`src/core/host_ctrl_defs.vh`:
```
// constants for the host endpoint and power control block
`ifndef HOST_CTRL_DEFS_VH
`define HOST_CTRL_DEFS_VH

// ----------------------------------------------------------------
// register offsets
// ----------------------------------------------------------------
`define REG_CTRL        4'h0
`define REG_PWR_CFG     4'h1
`define REG_CMD         4'h2
`define REG_EP_SEL      4'h3
`define REG_HUB         4'h4
`define REG_EP_STATUS   4'h5
`define REG_IRQ_STATUS  4'h6
`define REG_IRQ_MASK    4'h7
`define REG_TOGGLES     4'h8
`define REG_REQUESTS    4'h9

// ----------------------------------------------------------------
// field positions
// ----------------------------------------------------------------
`define CTRL_ROLE_BIT   0
`define CTRL_FLT_EN     1
`define CFG_FLT_HIGH    0
`define CFG_REACT_LO    1
`define CFG_REACT_HI    2
`define CFG_EN_HIGH     3
`define CFG_SESSION     4
`define CFG_FILTER      5
`define SEL_EP_LO       0
`define SEL_EP_HI       1
`define SEL_OUT         2
`define SEL_LOW_SPEED   3
`define SEL_TOGGLE_VAL  4
`define CMD_HOST_MODE   0
`define CMD_PWR_EN      1
`define CMD_PWR_DIS     2
`define CMD_TOGGLE      3
`define CMD_REQ_IN      4
`define CMD_REQ_CLR     5
`define CMD_STAT_CLR    6
`define CMD_SESSION     7
`define CMD_SESS_END    8

// fault reaction codes
`define REACT_NONE      2'h0
`define REACT_HIZ       2'h1
`define REACT_LOW       2'h2
`define REACT_HIGH      2'h3

// ----------------------------------------------------------------
// reset values and timing
// ----------------------------------------------------------------
`define PWR_CFG_RESET   6'h00
`define CLK_PERIOD_NS   100
`define GLITCH_NS       1000
`define GLITCH_CYCLES   ((`GLITCH_NS + `CLK_PERIOD_NS - 1) / `CLK_PERIOD_NS)
`define GLITCH_CNT_W    4

`endif

```
`src/core/glitch_filter.v`:
```
// debounce filter for a synchronised level input
`timescale 1ns/1ps
`default_nettype none
`include "host_ctrl_defs.vh"

module glitch_filter
(
    // clock and reset
    input  wire        clk,
    input  wire        reset,
    input  wire        clk_en,
    // control
    input  wire        enable,
    input  wire        din,
    output reg         dout
);

    reg [`GLITCH_CNT_W-1:0] count;

    always @(posedge clk or posedge reset)
    begin
        if (reset)
        begin
            count <= {`GLITCH_CNT_W{1'b0}};
            dout  <= 1'b1;
        end
        else if (clk_en)
        begin
            if (!enable || din == dout)
            begin
                count <= {`GLITCH_CNT_W{1'b0}};
                if (!enable)
                    dout <= din;
            end
            else if (count == `GLITCH_CYCLES - 1)
            begin
                count <= {`GLITCH_CNT_W{1'b0}};
                dout  <= din;
            end
            else
                count <= count + 1'b1;
        end
    end

endmodule

`default_nettype wire

```
`src/core/usb_host_endpoint_power_ctrl.v`:
```
// host endpoint toggle, hub routing, IN request and supply power control
//
// Chosen here: the strobed register port and the register offsets.
`timescale 1ns/1ps
`default_nettype none
`include "host_ctrl_defs.vh"

module usb_host_endpoint_power_ctrl
(
    // clock and reset
    input  wire        clk,
    input  wire        reset,
    input  wire        clk_en,
    // register port
    input  wire [3:0]  addr,
    input  wire [15:0] wdata,
    input  wire        wr,
    input  wire        rd,
    output reg  [15:0] rdata,
    // link engine events
    input  wire [3:0]  done_ep,
    input  wire        done_out,
    input  wire        done_pulse,
    input  wire [7:0]  status_set_in,
    input  wire [3:0]  status_set_ep,
    input  wire        status_set_pulse,
    // pins
    input  wire        power_fault_input,
    input  wire        vbus_valid_pin,
    output reg         supply_enable_output,
    output reg         supply_enable_oe,
    output reg         vbus_error,
    // role and interrupt
    output reg         role_select_bit,
    output reg         irq
);

    // ------------------------------------------------------------
    // state
    // ------------------------------------------------------------
    reg        fault_detect_en;
    reg [5:0]  pwr_cfg;
    reg [4:0]  ep_sel;
    reg [3:0]  toggle_in;
    reg [3:0]  toggle_out;
    reg [3:0]  req_in;
    reg [7:0]  ep_status [0:3];
    reg [14:0] hub_in    [0:3];
    reg [14:0] hub_out   [0:3];
    reg [3:0]  low_speed_in;
    reg [3:0]  low_speed_out;
    reg        power_on;
    reg        session_on;
    reg        fault_latched;
    reg [2:0]  irq_status;
    reg [2:0]  irq_mask;
    reg        flt_s1;
    reg        flt_s2;
    reg        vb_s1;
    reg        vb_s2;
    reg        vb_prev;
    wire       vb_filt;

    wire [1:0] sel = ep_sel[`SEL_EP_HI:`SEL_EP_LO];
    wire       sel_out = ep_sel[`SEL_OUT];
    wire       do_wr = clk_en & wr;
    wire [15:0] cmd = (do_wr && addr == `REG_CMD) ? wdata : 16'h0000;
    wire [1:0] react = pwr_cfg[`CFG_REACT_HI:`CFG_REACT_LO];

    function [3:0] one_hot;
        input [1:0] n;
        begin
            one_hot = 4'h1 << n;
        end
    endfunction

    // ------------------------------------------------------------
    // strobe decode
    // ------------------------------------------------------------
    // one decode per register keeps every process on the same strobe
    wire       wr_ctrl    = do_wr && addr == `REG_CTRL;
    wire       wr_pwr_cfg = do_wr && addr == `REG_PWR_CFG;
    wire       wr_ep_sel  = do_wr && addr == `REG_EP_SEL;
    wire       wr_hub     = do_wr && addr == `REG_HUB;
    wire       wr_irq_clr = do_wr && addr == `REG_IRQ_STATUS;
    wire       wr_irq_msk = do_wr && addr == `REG_IRQ_MASK;
    // out-of-range endpoint codes select nothing
    wire [3:0] sel_hot    = one_hot(sel);
    wire [3:0] done_hot   = (done_ep[3:2] == 2'b00) ? one_hot(done_ep[1:0]) : 4'h0;
    wire [3:0] stat_hot   = (status_set_ep[3:2] == 2'b00) ? one_hot(status_set_ep[1:0]) : 4'h0;

    // ------------------------------------------------------------
    // pin synchronisers
    // ------------------------------------------------------------
    always @(posedge clk or posedge reset)
    begin
        if (reset)
        begin
            flt_s1 <= 1'b0;
            flt_s2 <= 1'b0;
            vb_s1  <= 1'b1;
            vb_s2  <= 1'b1;
        end
        else if (clk_en)
        begin
            flt_s1 <= power_fault_input;
            flt_s2 <= flt_s1;
            vb_s1  <= vbus_valid_pin;
            vb_s2  <= vb_s1;
        end
    end

    glitch_filter u_filter
    (
        .clk    (clk),
        .reset  (reset),
        .clk_en (clk_en),
        .enable (pwr_cfg[`CFG_FILTER]),
        .din    (vb_s2),
        .dout   (vb_filt)
    );

    wire fault_now = fault_detect_en &
                     (pwr_cfg[`CFG_FLT_HIGH] ? flt_s2 : ~flt_s2);
    wire vbus_drop = vb_prev & ~vb_filt;

    // ------------------------------------------------------------
    // control and power
    // ------------------------------------------------------------
    always @(posedge clk or posedge reset)
    begin
        if (reset)
        begin
            role_select_bit <= 1'b0;
            fault_detect_en <= 1'b0;
            pwr_cfg         <= `PWR_CFG_RESET;
            ep_sel          <= 5'h00;
        end
        else if (clk_en)
        begin
            if (wr_ctrl)
            begin
                fault_detect_en <= wdata[`CTRL_FLT_EN];
                role_select_bit <= wdata[`CTRL_ROLE_BIT];
            end
            if (cmd[`CMD_HOST_MODE])
                role_select_bit <= 1'b1;
            if (wr_pwr_cfg)
                pwr_cfg <= wdata[5:0];
            if (wr_ep_sel)
                ep_sel <= wdata[4:0];
        end
    end

    always @(posedge clk or posedge reset)
    begin
        if (reset)
        begin
            power_on      <= 1'b0;
            session_on    <= 1'b0;
            fault_latched <= 1'b0;
        end
        else if (clk_en)
        begin
            if (cmd[`CMD_PWR_DIS])
                power_on <= 1'b0;
            else if (cmd[`CMD_PWR_EN])
                power_on <= 1'b1;
            if (cmd[`CMD_SESS_END])
                session_on <= 1'b0;
            else if (cmd[`CMD_SESSION])
                session_on <= 1'b1;
            // fault holds until a power enable or disable command, or until detection is switched off
            if (fault_now)
                fault_latched <= 1'b1;
            else if (cmd[`CMD_PWR_EN] || cmd[`CMD_PWR_DIS] || !fault_detect_en)
                fault_latched <= 1'b0;
        end
    end

    always @(posedge clk or posedge reset)
    begin
        if (reset)
        begin
            vb_prev    <= 1'b1;
            vbus_error <= 1'b0;
        end
        else if (clk_en)
        begin
            vb_prev <= vb_filt;
            // filtered level feeds the error flag
            vbus_error <= ~vb_filt & role_select_bit;
        end
    end

    wire want_on = pwr_cfg[`CFG_SESSION] ? session_on : power_on;
    wire act_lvl = pwr_cfg[`CFG_EN_HIGH];

    always @(posedge clk or posedge reset)
    begin
        if (reset)
        begin
            supply_enable_output <= 1'b0;
            supply_enable_oe     <= 1'b0;
        end
        else if (clk_en)
        begin
            if (fault_latched && react != `REACT_NONE)
            begin
                supply_enable_output <= (react == `REACT_HIGH);
                supply_enable_oe     <= (react != `REACT_HIZ);
            end
            else
            begin
                supply_enable_output <= want_on ? act_lvl : ~act_lvl;
                supply_enable_oe     <= 1'b1;
            end
        end
    end

    // ------------------------------------------------------------
    // endpoints
    // ------------------------------------------------------------
    genvar g;
    generate
        for (g = 0; g < 4; g = g + 1)
        begin : gen_ep
            wire hit      = sel_hot[g];
            wire done_hit = done_pulse && done_hot[g];
            wire force_in  = cmd[`CMD_TOGGLE] && hit && (g == 0 || !sel_out);
            wire force_out = cmd[`CMD_TOGGLE] && hit && (g == 0 || sel_out);
            always @(posedge clk or posedge reset)
            begin
                if (reset)
                begin
                    toggle_in[g]     <= 1'b0;
                    toggle_out[g]    <= 1'b0;
                    req_in[g]        <= 1'b0;
                    ep_status[g]     <= 8'h00;
                    hub_in[g]        <= 15'h0000;
                    hub_out[g]       <= 15'h0000;
                    low_speed_in[g]  <= 1'b0;
                    low_speed_out[g] <= 1'b0;
                end
                else if (clk_en)
                begin
                    if (force_in)
                        toggle_in[g] <= ep_sel[`SEL_TOGGLE_VAL];
                    else if (done_hit && !done_out)
                        toggle_in[g] <= ~toggle_in[g];
                    if (force_out)
                        toggle_out[g] <= ep_sel[`SEL_TOGGLE_VAL];
                    else if (done_hit && done_out)
                        toggle_out[g] <= ~toggle_out[g];
                    if (cmd[`CMD_REQ_IN] && hit)
                        req_in[g] <= 1'b1;
                    else if ((cmd[`CMD_REQ_CLR] && hit) || (done_hit && !done_out))
                        req_in[g] <= 1'b0;
                    ep_status[g] <= (ep_status[g] &
                        ~((cmd[`CMD_STAT_CLR] && hit) ? wdata[15:8] : 8'h00)) |
                        ((status_set_pulse && stat_hot[g]) ? status_set_in : 8'h00);
                    if (wr_hub && hit)
                    begin
                        if (sel_out)
                        begin
                            hub_out[g]       <= {wdata[15:8], wdata[6:0]};
                            low_speed_out[g] <= ep_sel[`SEL_LOW_SPEED];
                        end
                        else
                        begin
                            hub_in[g]        <= {wdata[15:8], wdata[6:0]};
                            low_speed_in[g]  <= ep_sel[`SEL_LOW_SPEED];
                        end
                    end
                end
            end
        end
    endgenerate

    // ------------------------------------------------------------
    // interrupts: fault, vbus drop, transaction done
    // ------------------------------------------------------------
    wire [2:0] irq_events = {done_pulse, vbus_drop & role_select_bit, fault_now};

    always @(posedge clk or posedge reset)
    begin
        if (reset)
        begin
            irq_status <= 3'h0;
            irq_mask   <= 3'h0;
            irq        <= 1'b0;
        end
        else if (clk_en)
        begin
            // set wins over write-one-to-clear
            irq_status <= (irq_status &
                ~(wr_irq_clr ? wdata[2:0] : 3'h0)) | irq_events;
            if (wr_irq_msk)
                irq_mask <= wdata[2:0];
            irq <= |(irq_status & irq_mask);
        end
    end

    // ------------------------------------------------------------
    // read back
    // ------------------------------------------------------------
    wire [14:0] hub_rd = sel_out ? hub_out[sel] : hub_in[sel];
    wire        ls_rd  = sel_out ? low_speed_out[sel] : low_speed_in[sel];

    always @(posedge clk or posedge reset)
    begin
        if (reset)
            rdata <= 16'h0000;
        else if (clk_en)
        begin
            rdata <= 16'h0000;
            if (rd)
            begin
                case (addr)
                    `REG_CTRL:       rdata <= {14'h0000, fault_detect_en, role_select_bit};
                    `REG_PWR_CFG:    rdata <= {10'h000, pwr_cfg};
                    `REG_EP_SEL:     rdata <= {11'h000, ep_sel};
                    `REG_HUB:        rdata <= {hub_rd[14:7], ls_rd, hub_rd[6:0]};
                    `REG_EP_STATUS:  rdata <= {8'h00, ep_status[sel]};
                    `REG_IRQ_STATUS: rdata <= {13'h0000, irq_status};
                    `REG_IRQ_MASK:   rdata <= {13'h0000, irq_mask};
                    `REG_TOGGLES:    rdata <= {8'h00, toggle_out, toggle_in};
                    `REG_REQUESTS:   rdata <= {9'h000, fault_latched, session_on,
                                               power_on, req_in};
                    default:         rdata <= 16'h0000;
                endcase
            end
        end
    end

endmodule

`default_nettype wire

```
`config.mk`:
```
export PLATFORM = sky130hd
export DESIGN_NAME = usb_host_endpoint_power_ctrl
export DESIGN_NICKNAME = d
export VERILOG_FILES = /design/src/core/glitch_filter.v /design/src/core/usb_host_endpoint_power_ctrl.v
export VERILOG_INCLUDE_DIRS = /design/src /design/src/core
export SDC_FILE = /design/constraint.sdc
export NUM_CORES = 1
export LEC_CHECK = 0
export BUFFER_PORTS_ARGS = -buffer_cell sky130_fd_sc_hd__clkbuf_2
export CAP_MARGIN = 10
export CORE_ASPECT_RATIO = 1.75
export CORE_MARGIN = 4
export CORE_UTILIZATION = 55
export DETAILED_ROUTE_END_ITERATION = 10
export PLACE_DENSITY = 0.73
export REMOVE_ABC_BUFFERS = 1
export SYNTH_ARGS = -nofsm -noshare
export SYNTH_HDL_FRONTEND = slang
export SYNTH_HIERARCHICAL = 1
export SYNTH_SLANG_ARGS = --single-unit
```
`constraint.sdc`:
```
create_clock -name clk -period 21.6 [get_ports clk]
set_clock_uncertainty 0.2 [all_clocks]
set_input_delay 3.24 -clock clk [delete_from_list [all_inputs] [get_ports clk]]
set_output_delay 3.24 -clock clk [all_outputs]
set_load 0.02 [all_outputs]
```
# Word-level counts from Yosys, hierarchy flattened
# Index checks and enable logic that the tools add are counted.
# word_totals
out_inout_bits	21
in_bits	46
wordCells	290
regBits	224
# op_classes
n_mux	71
eq_ne	14
n_addsub	1
shifts	3
bitwise_logic	34
n_reduce_logical	112
magnitude_cmp	2
# op_table
op	count
$pmux W16 S9	1
$mux W8	10
$mux W15	5
$bmux W15 S2	2
$logic_and A1 B1 Y1	50
$mux W1	43
$reduce_and A2 Y1	20
$reduce_bool A2 Y1	18
$and A8 B8 Y8	4
$not A8 Y8	4
$or A8 B8 Y8	4
$reduce_and A3 Y1	9
$bmux W8 S2	1
$eq A4 B3 Y1 const B	4
$mux W16	1
$mux W4	4
$eq A4 B4 Y1 const B	3
$not A1 Y1	12
$shl A1 B2 Y4 const A	3
$mux W9	1
$eq A4 B2 Y1 const B	2
$logic_or A1 B1 Y1	7
$and A3 B3 Y3	2
$and A1 B1 Y1	5
other kinds (17)	22

# Depth between registers and ports, before layout
# depth
ltp_word	8
ltp_mapped	7
ltp_nobuf	5

# By module
# The synthesis kept the hierarchy.
# modules_own_cells
mod	n_inst	seq_area_each_um2	cells_each	area_each_um2
usb_host_endpoint_power_ctrl	1	5484.0	760	10410.0
glitch_filter	1	126.4	29	310.3

# Worst setup path before layout
# OpenSTA, ideal clock, no wires.
# synth_timing
path_kind	input to register
from	in addr[1]
to	reg hub_in[0] (netlist bit)
t_required_ns	21.275
n_path_buf	2
cell_stages	6
arrival_time_ns	4.730
setup_time_ns	0.125
path_slack_ns	16.545
cell_sequence	buf_6 > nor4b_4 > nand4_2 > nor2_2 > buf_4 > mux2_2
# synth_via
elab_chain_cells	4
# synth_lines
element	line	source
start, declared	usb_host_endpoint_power_ctrl.v:15	input wire [3:0] addr,
$eq A4 B3 Y1	n/a	
$logic_and A1 B1 Y1 (no line)	n/a	
$logic_and A1 B1 Y1	usb_host_endpoint_power_ctrl.v:262	if (wr_hub && hit)
$reduce_and A3 Y1 (no line)	n/a	
end signal, assigned by index	usb_host_endpoint_power_ctrl.v:271	hub_in[g] <= {wdata[15:8], wdata[6:0]};
end, declared	usb_host_endpoint_power_ctrl.v:48	reg [14:0] hub_in [0:3];
# Every way passes these cells.
# A chain may end at the register's enable or synchronous reset.

# Worst setup path in the final report
# layout_timing
from	in addr[3]
to	reg toggle_out[0]
# layout_via
elab_chain_cells	6
elab_cells_between_ends	7
cone_classes	1 x eq/ne; 2 x mux; 4 x reduce/logical
# layout_lines
element	line	source
$eq A4 B2 Y1 (no line) *	n/a	
$logic_and A1 B1 Y1 (no line) *	n/a	
$mux W9 *	usb_host_endpoint_power_ctrl.v:67	wire [15:0] cmd = (do_wr && addr == `REG_CMD) ? wdata : 16'h0000;
$logic_and A1 B1 Y1 *	usb_host_endpoint_power_ctrl.v:231	wire force_out = cmd[`CMD_TOGGLE] && hit && (g == 0 || sel_out);
$reduce_bool A2 Y1 (no line)	n/a	
$reduce_and A2 Y1 (no line)	n/a	
end signal, assigned by index	usb_host_endpoint_power_ctrl.v:252	toggle_out[g] <= ep_sel[`SEL_TOGGLE_VAL];
end signal, assigned by index	usb_host_endpoint_power_ctrl.v:254	toggle_out[g] <= ~toggle_out[g];
end, declared	usb_host_endpoint_power_ctrl.v:45	reg [3:0] toggle_out;
# Every way passes the cells marked *; elsewhere a longest branch is shown, timed or not.

==> run metrics <==
ratio of cells with drive above 1 in the final layout=39.6%; worst path arrival time=~5.6 ns; final core occ=between 60% and 70%; Post-DRT Antenna Nets=0; fin nets=876; Critical Path RT=approximately 22 ns; Final period util=24.9%; grt peak-use layer=met2; clk slew on worst S/H paths=~0.060 ns; final RePlAce weighted congestion=0.925; final instance area=11900 sq um; number of synthesized register bits=224; GR Overflow Total=0; pin count of the biggest net entering global routing=156; hold buffers post-CTS=0; CP max-delay cell=nor2_1; mean cell area of the mapped netlist=between 10 and 15 sq um; Main synth FF type=dfrtp_1; worst-case clock buffer depth=3; gr usage total=25.2%; Setup Buffers After CTS=0; Hold Fails Final Rpt=0; clock sinks=224; Synth-to-Final Area Change=11.0%; slowest stage delay, CP=~0.9 ns; Via Count=about 7000; routed wire length=26900 um; placed wire-length estimate=17800 um; num rows=67; met1 Use GR=30.5%; achievable frequency=between 150 and 200 MHz; Post-Syn Area=10700 sq um; crit-path cells=clkbuf_2 -> nand4bb_1 -> nor2_1 -> nand3_1 -> mux2_2; clk_lat worst skew=0.51 ns; leading cell types by count after synthesis=dfrtp_1, mux2_2, nand2_1; post-CTS sizing=0; Tightest Hold Check Type=register to register; Critical Path Fanout Max=23; unrepaired setup endpoints after global routing=false; Comb power frac=15.5%; met3 global-route usage=3.55%; initial antenna violation count=0; First-pass DRT Iterations=4; wire length per cell=24.8 um; Die ar.=roughly 22000 sq um; TritonCTS clock tree=yes; n_diodes=0; clock network fraction of total power=37.2%; Buf/Inv on CP=1; vias in the first global route=7384; switching power=285 uW; Pint=between 700 and 800 uW; most numerous cell in the Yosys netlist=dfrtp_1; post-synthesis sequential area ratio=a little over half; synthesized instance count=789; initial DRC count=492; final setup violation count=0; first-pass GRT wire length=42400 um; CP Class=input pin to register; Placed Cells incl. Taps=between 1000 and 1500; CP Capture Type=register; nature of the critical path startpoint=input pin; Sw Share=26.6%; DRC=0; Core Area=19200 sq um; Power Density=around 90 nW/um^2; Place WS=approximately 16 ns; cell chosen for the clock root=clkbuf_16; die height=193 um; Yosys top cell area share=51.4%; number of buffers created by CTS=22; width of the die=114 um; number of vias per cell=6.46; Ys Warns=6; status=finished clean; H-tree levels=1; Area contributors post-synth=dfrtp_1, mux2_2, mux4_2; filler cell count=1458; met2 Track Usage GR=43.8%; placed instance area=11100 sq um; fin crit period=5.38 ns; final setup TNS=0 ns; Finished Layout Cells=1084; worst setup margin=about 16 ns; CP top delay family=simple AND/OR/NAND/NOR gates; port bufs=66; Starting Density=55.8%; max-cap violations=0; relative max-transition margin=20.7%; pins over their slew limit=0; VDD IR max=52.0 uV; Yosys cell types=69; Reg power frac=47.3%; cell type with the largest total area after synthesis=dfrtp_1; number of synthesized flops with an enable pin=0; IO Count=67; Worst-Margin Slew=1.17 ns; P_leak=roughly 5.5 nW; asr flop ratio synth=100%
==> state kept, by name, summed over array words and instances, names as in the netlist, 3 cells and up <==
register,flops
hub_in,60
hub_out,60
ep_status,32
rdata,16
pwr_cfg,6
ep_sel,5
low_speed_in,4
low_speed_out,4
req_in,4
toggle_in,4
toggle_out,4
u_filter/count,4
irq_mask,3
irq_status,3
==> power groups by stage <==
stage               combinational (mW)  clock [mW]  sequential (mW)
global placement                 0.163           0            0.511
global route                     0.180       0.422            0.513
finish                           0.166       0.399            0.508
CTS                              0.168       0.406            0.507
detailed placement               0.168           0            0.515
floorplan                        0.108           0            0.510
==> layout make-up <==
cell class | instances | area (sq um) | area share (%)
Clock buffer | 32 | 628 | 5.28
Clock inverter | 7 | 121 | 1.02
Inverter | 19 | 78.8 | 0.663
Multi-Input combinational cell | 489 | 4780 | 40.2
Sequential cell | 224 | 5610 | 47.2
Tap cell | 241 | 302 | 2.53
Timing Repair Buffer | 72 | 375 | 3.16
==> final timing paths <==
| kind | startpoint | endpoint | cells after the start | slack [ns] |
|---|---|---|---|---|
| worst min-delay path | low_speed_in[0] | low_speed_in[0] | 1 | 0.29 |
| max in group asynchronous | reset | rdata[9] | 3 | 16.92 |
| min in group asynchronous | reset | u_filter/count[0] | 2 | 2.48 |
| worst max register to register | ep_sel[0] | hub_in[8] | 4 | 18.56 |
| worst max-delay path | addr[3] | toggle_out[0] | 5 | 16.22 |
| worst min register to register | low_speed_in[0] | low_speed_in[0] | 1 | 0.29 |
==> kinds of logic after synthesis <==
kind of cell | share of synthesized area [%]
flip-flops | 52.3
multiplexers | 27.3
AND/OR/NAND/NOR | 8.67
AO/OA/AOI/OAI | 7.41
buffers and inverters | 3.10
XOR/XNOR | 0.969
adder cells (fa/ha/maj) | 0.233
==> placed cells by master, fill, tap and decap left out, drive strengths merged, types with 6 or more instances in the layout <==
cell,synthesis,routed
a21oi,9,9
a22o,36,36
buf,27,6
clkbuf,30,98
dfrtp,220,220
inv,19,19
mux2,163,163
mux2i,21,21
mux4,39,39
nand2,56,56
nand2b,12,12
nand3,10,10
nand4,11,11
nor2,15,15
nor2b,10,10
nor3,6,6
o221ai,9,9
o22ai,9,9
xor2,6,6
==> stage by stage <==
step,power (mW),hold slack [ns]
finish,1.07,0.294
global route,1.11,0.311
detailed placement,0.682,0.282
CTS,1.08,0.298
floorplan,0.618,0.253
global placement,0.674,0.265
==> per-layer routing <==
| metal | part of all wire (%) | vias up |
|---|---|---|
| met4 | 5.6 | 0 |
| met3 | 5.1 | 70 |
| met5 | 0 | - |
| met1 | 37 | 3676 |
| li1 | - | 3031 |
| met2 | 52 | 231 |
No activity file was read; power rests on OpenSTA's default activity.
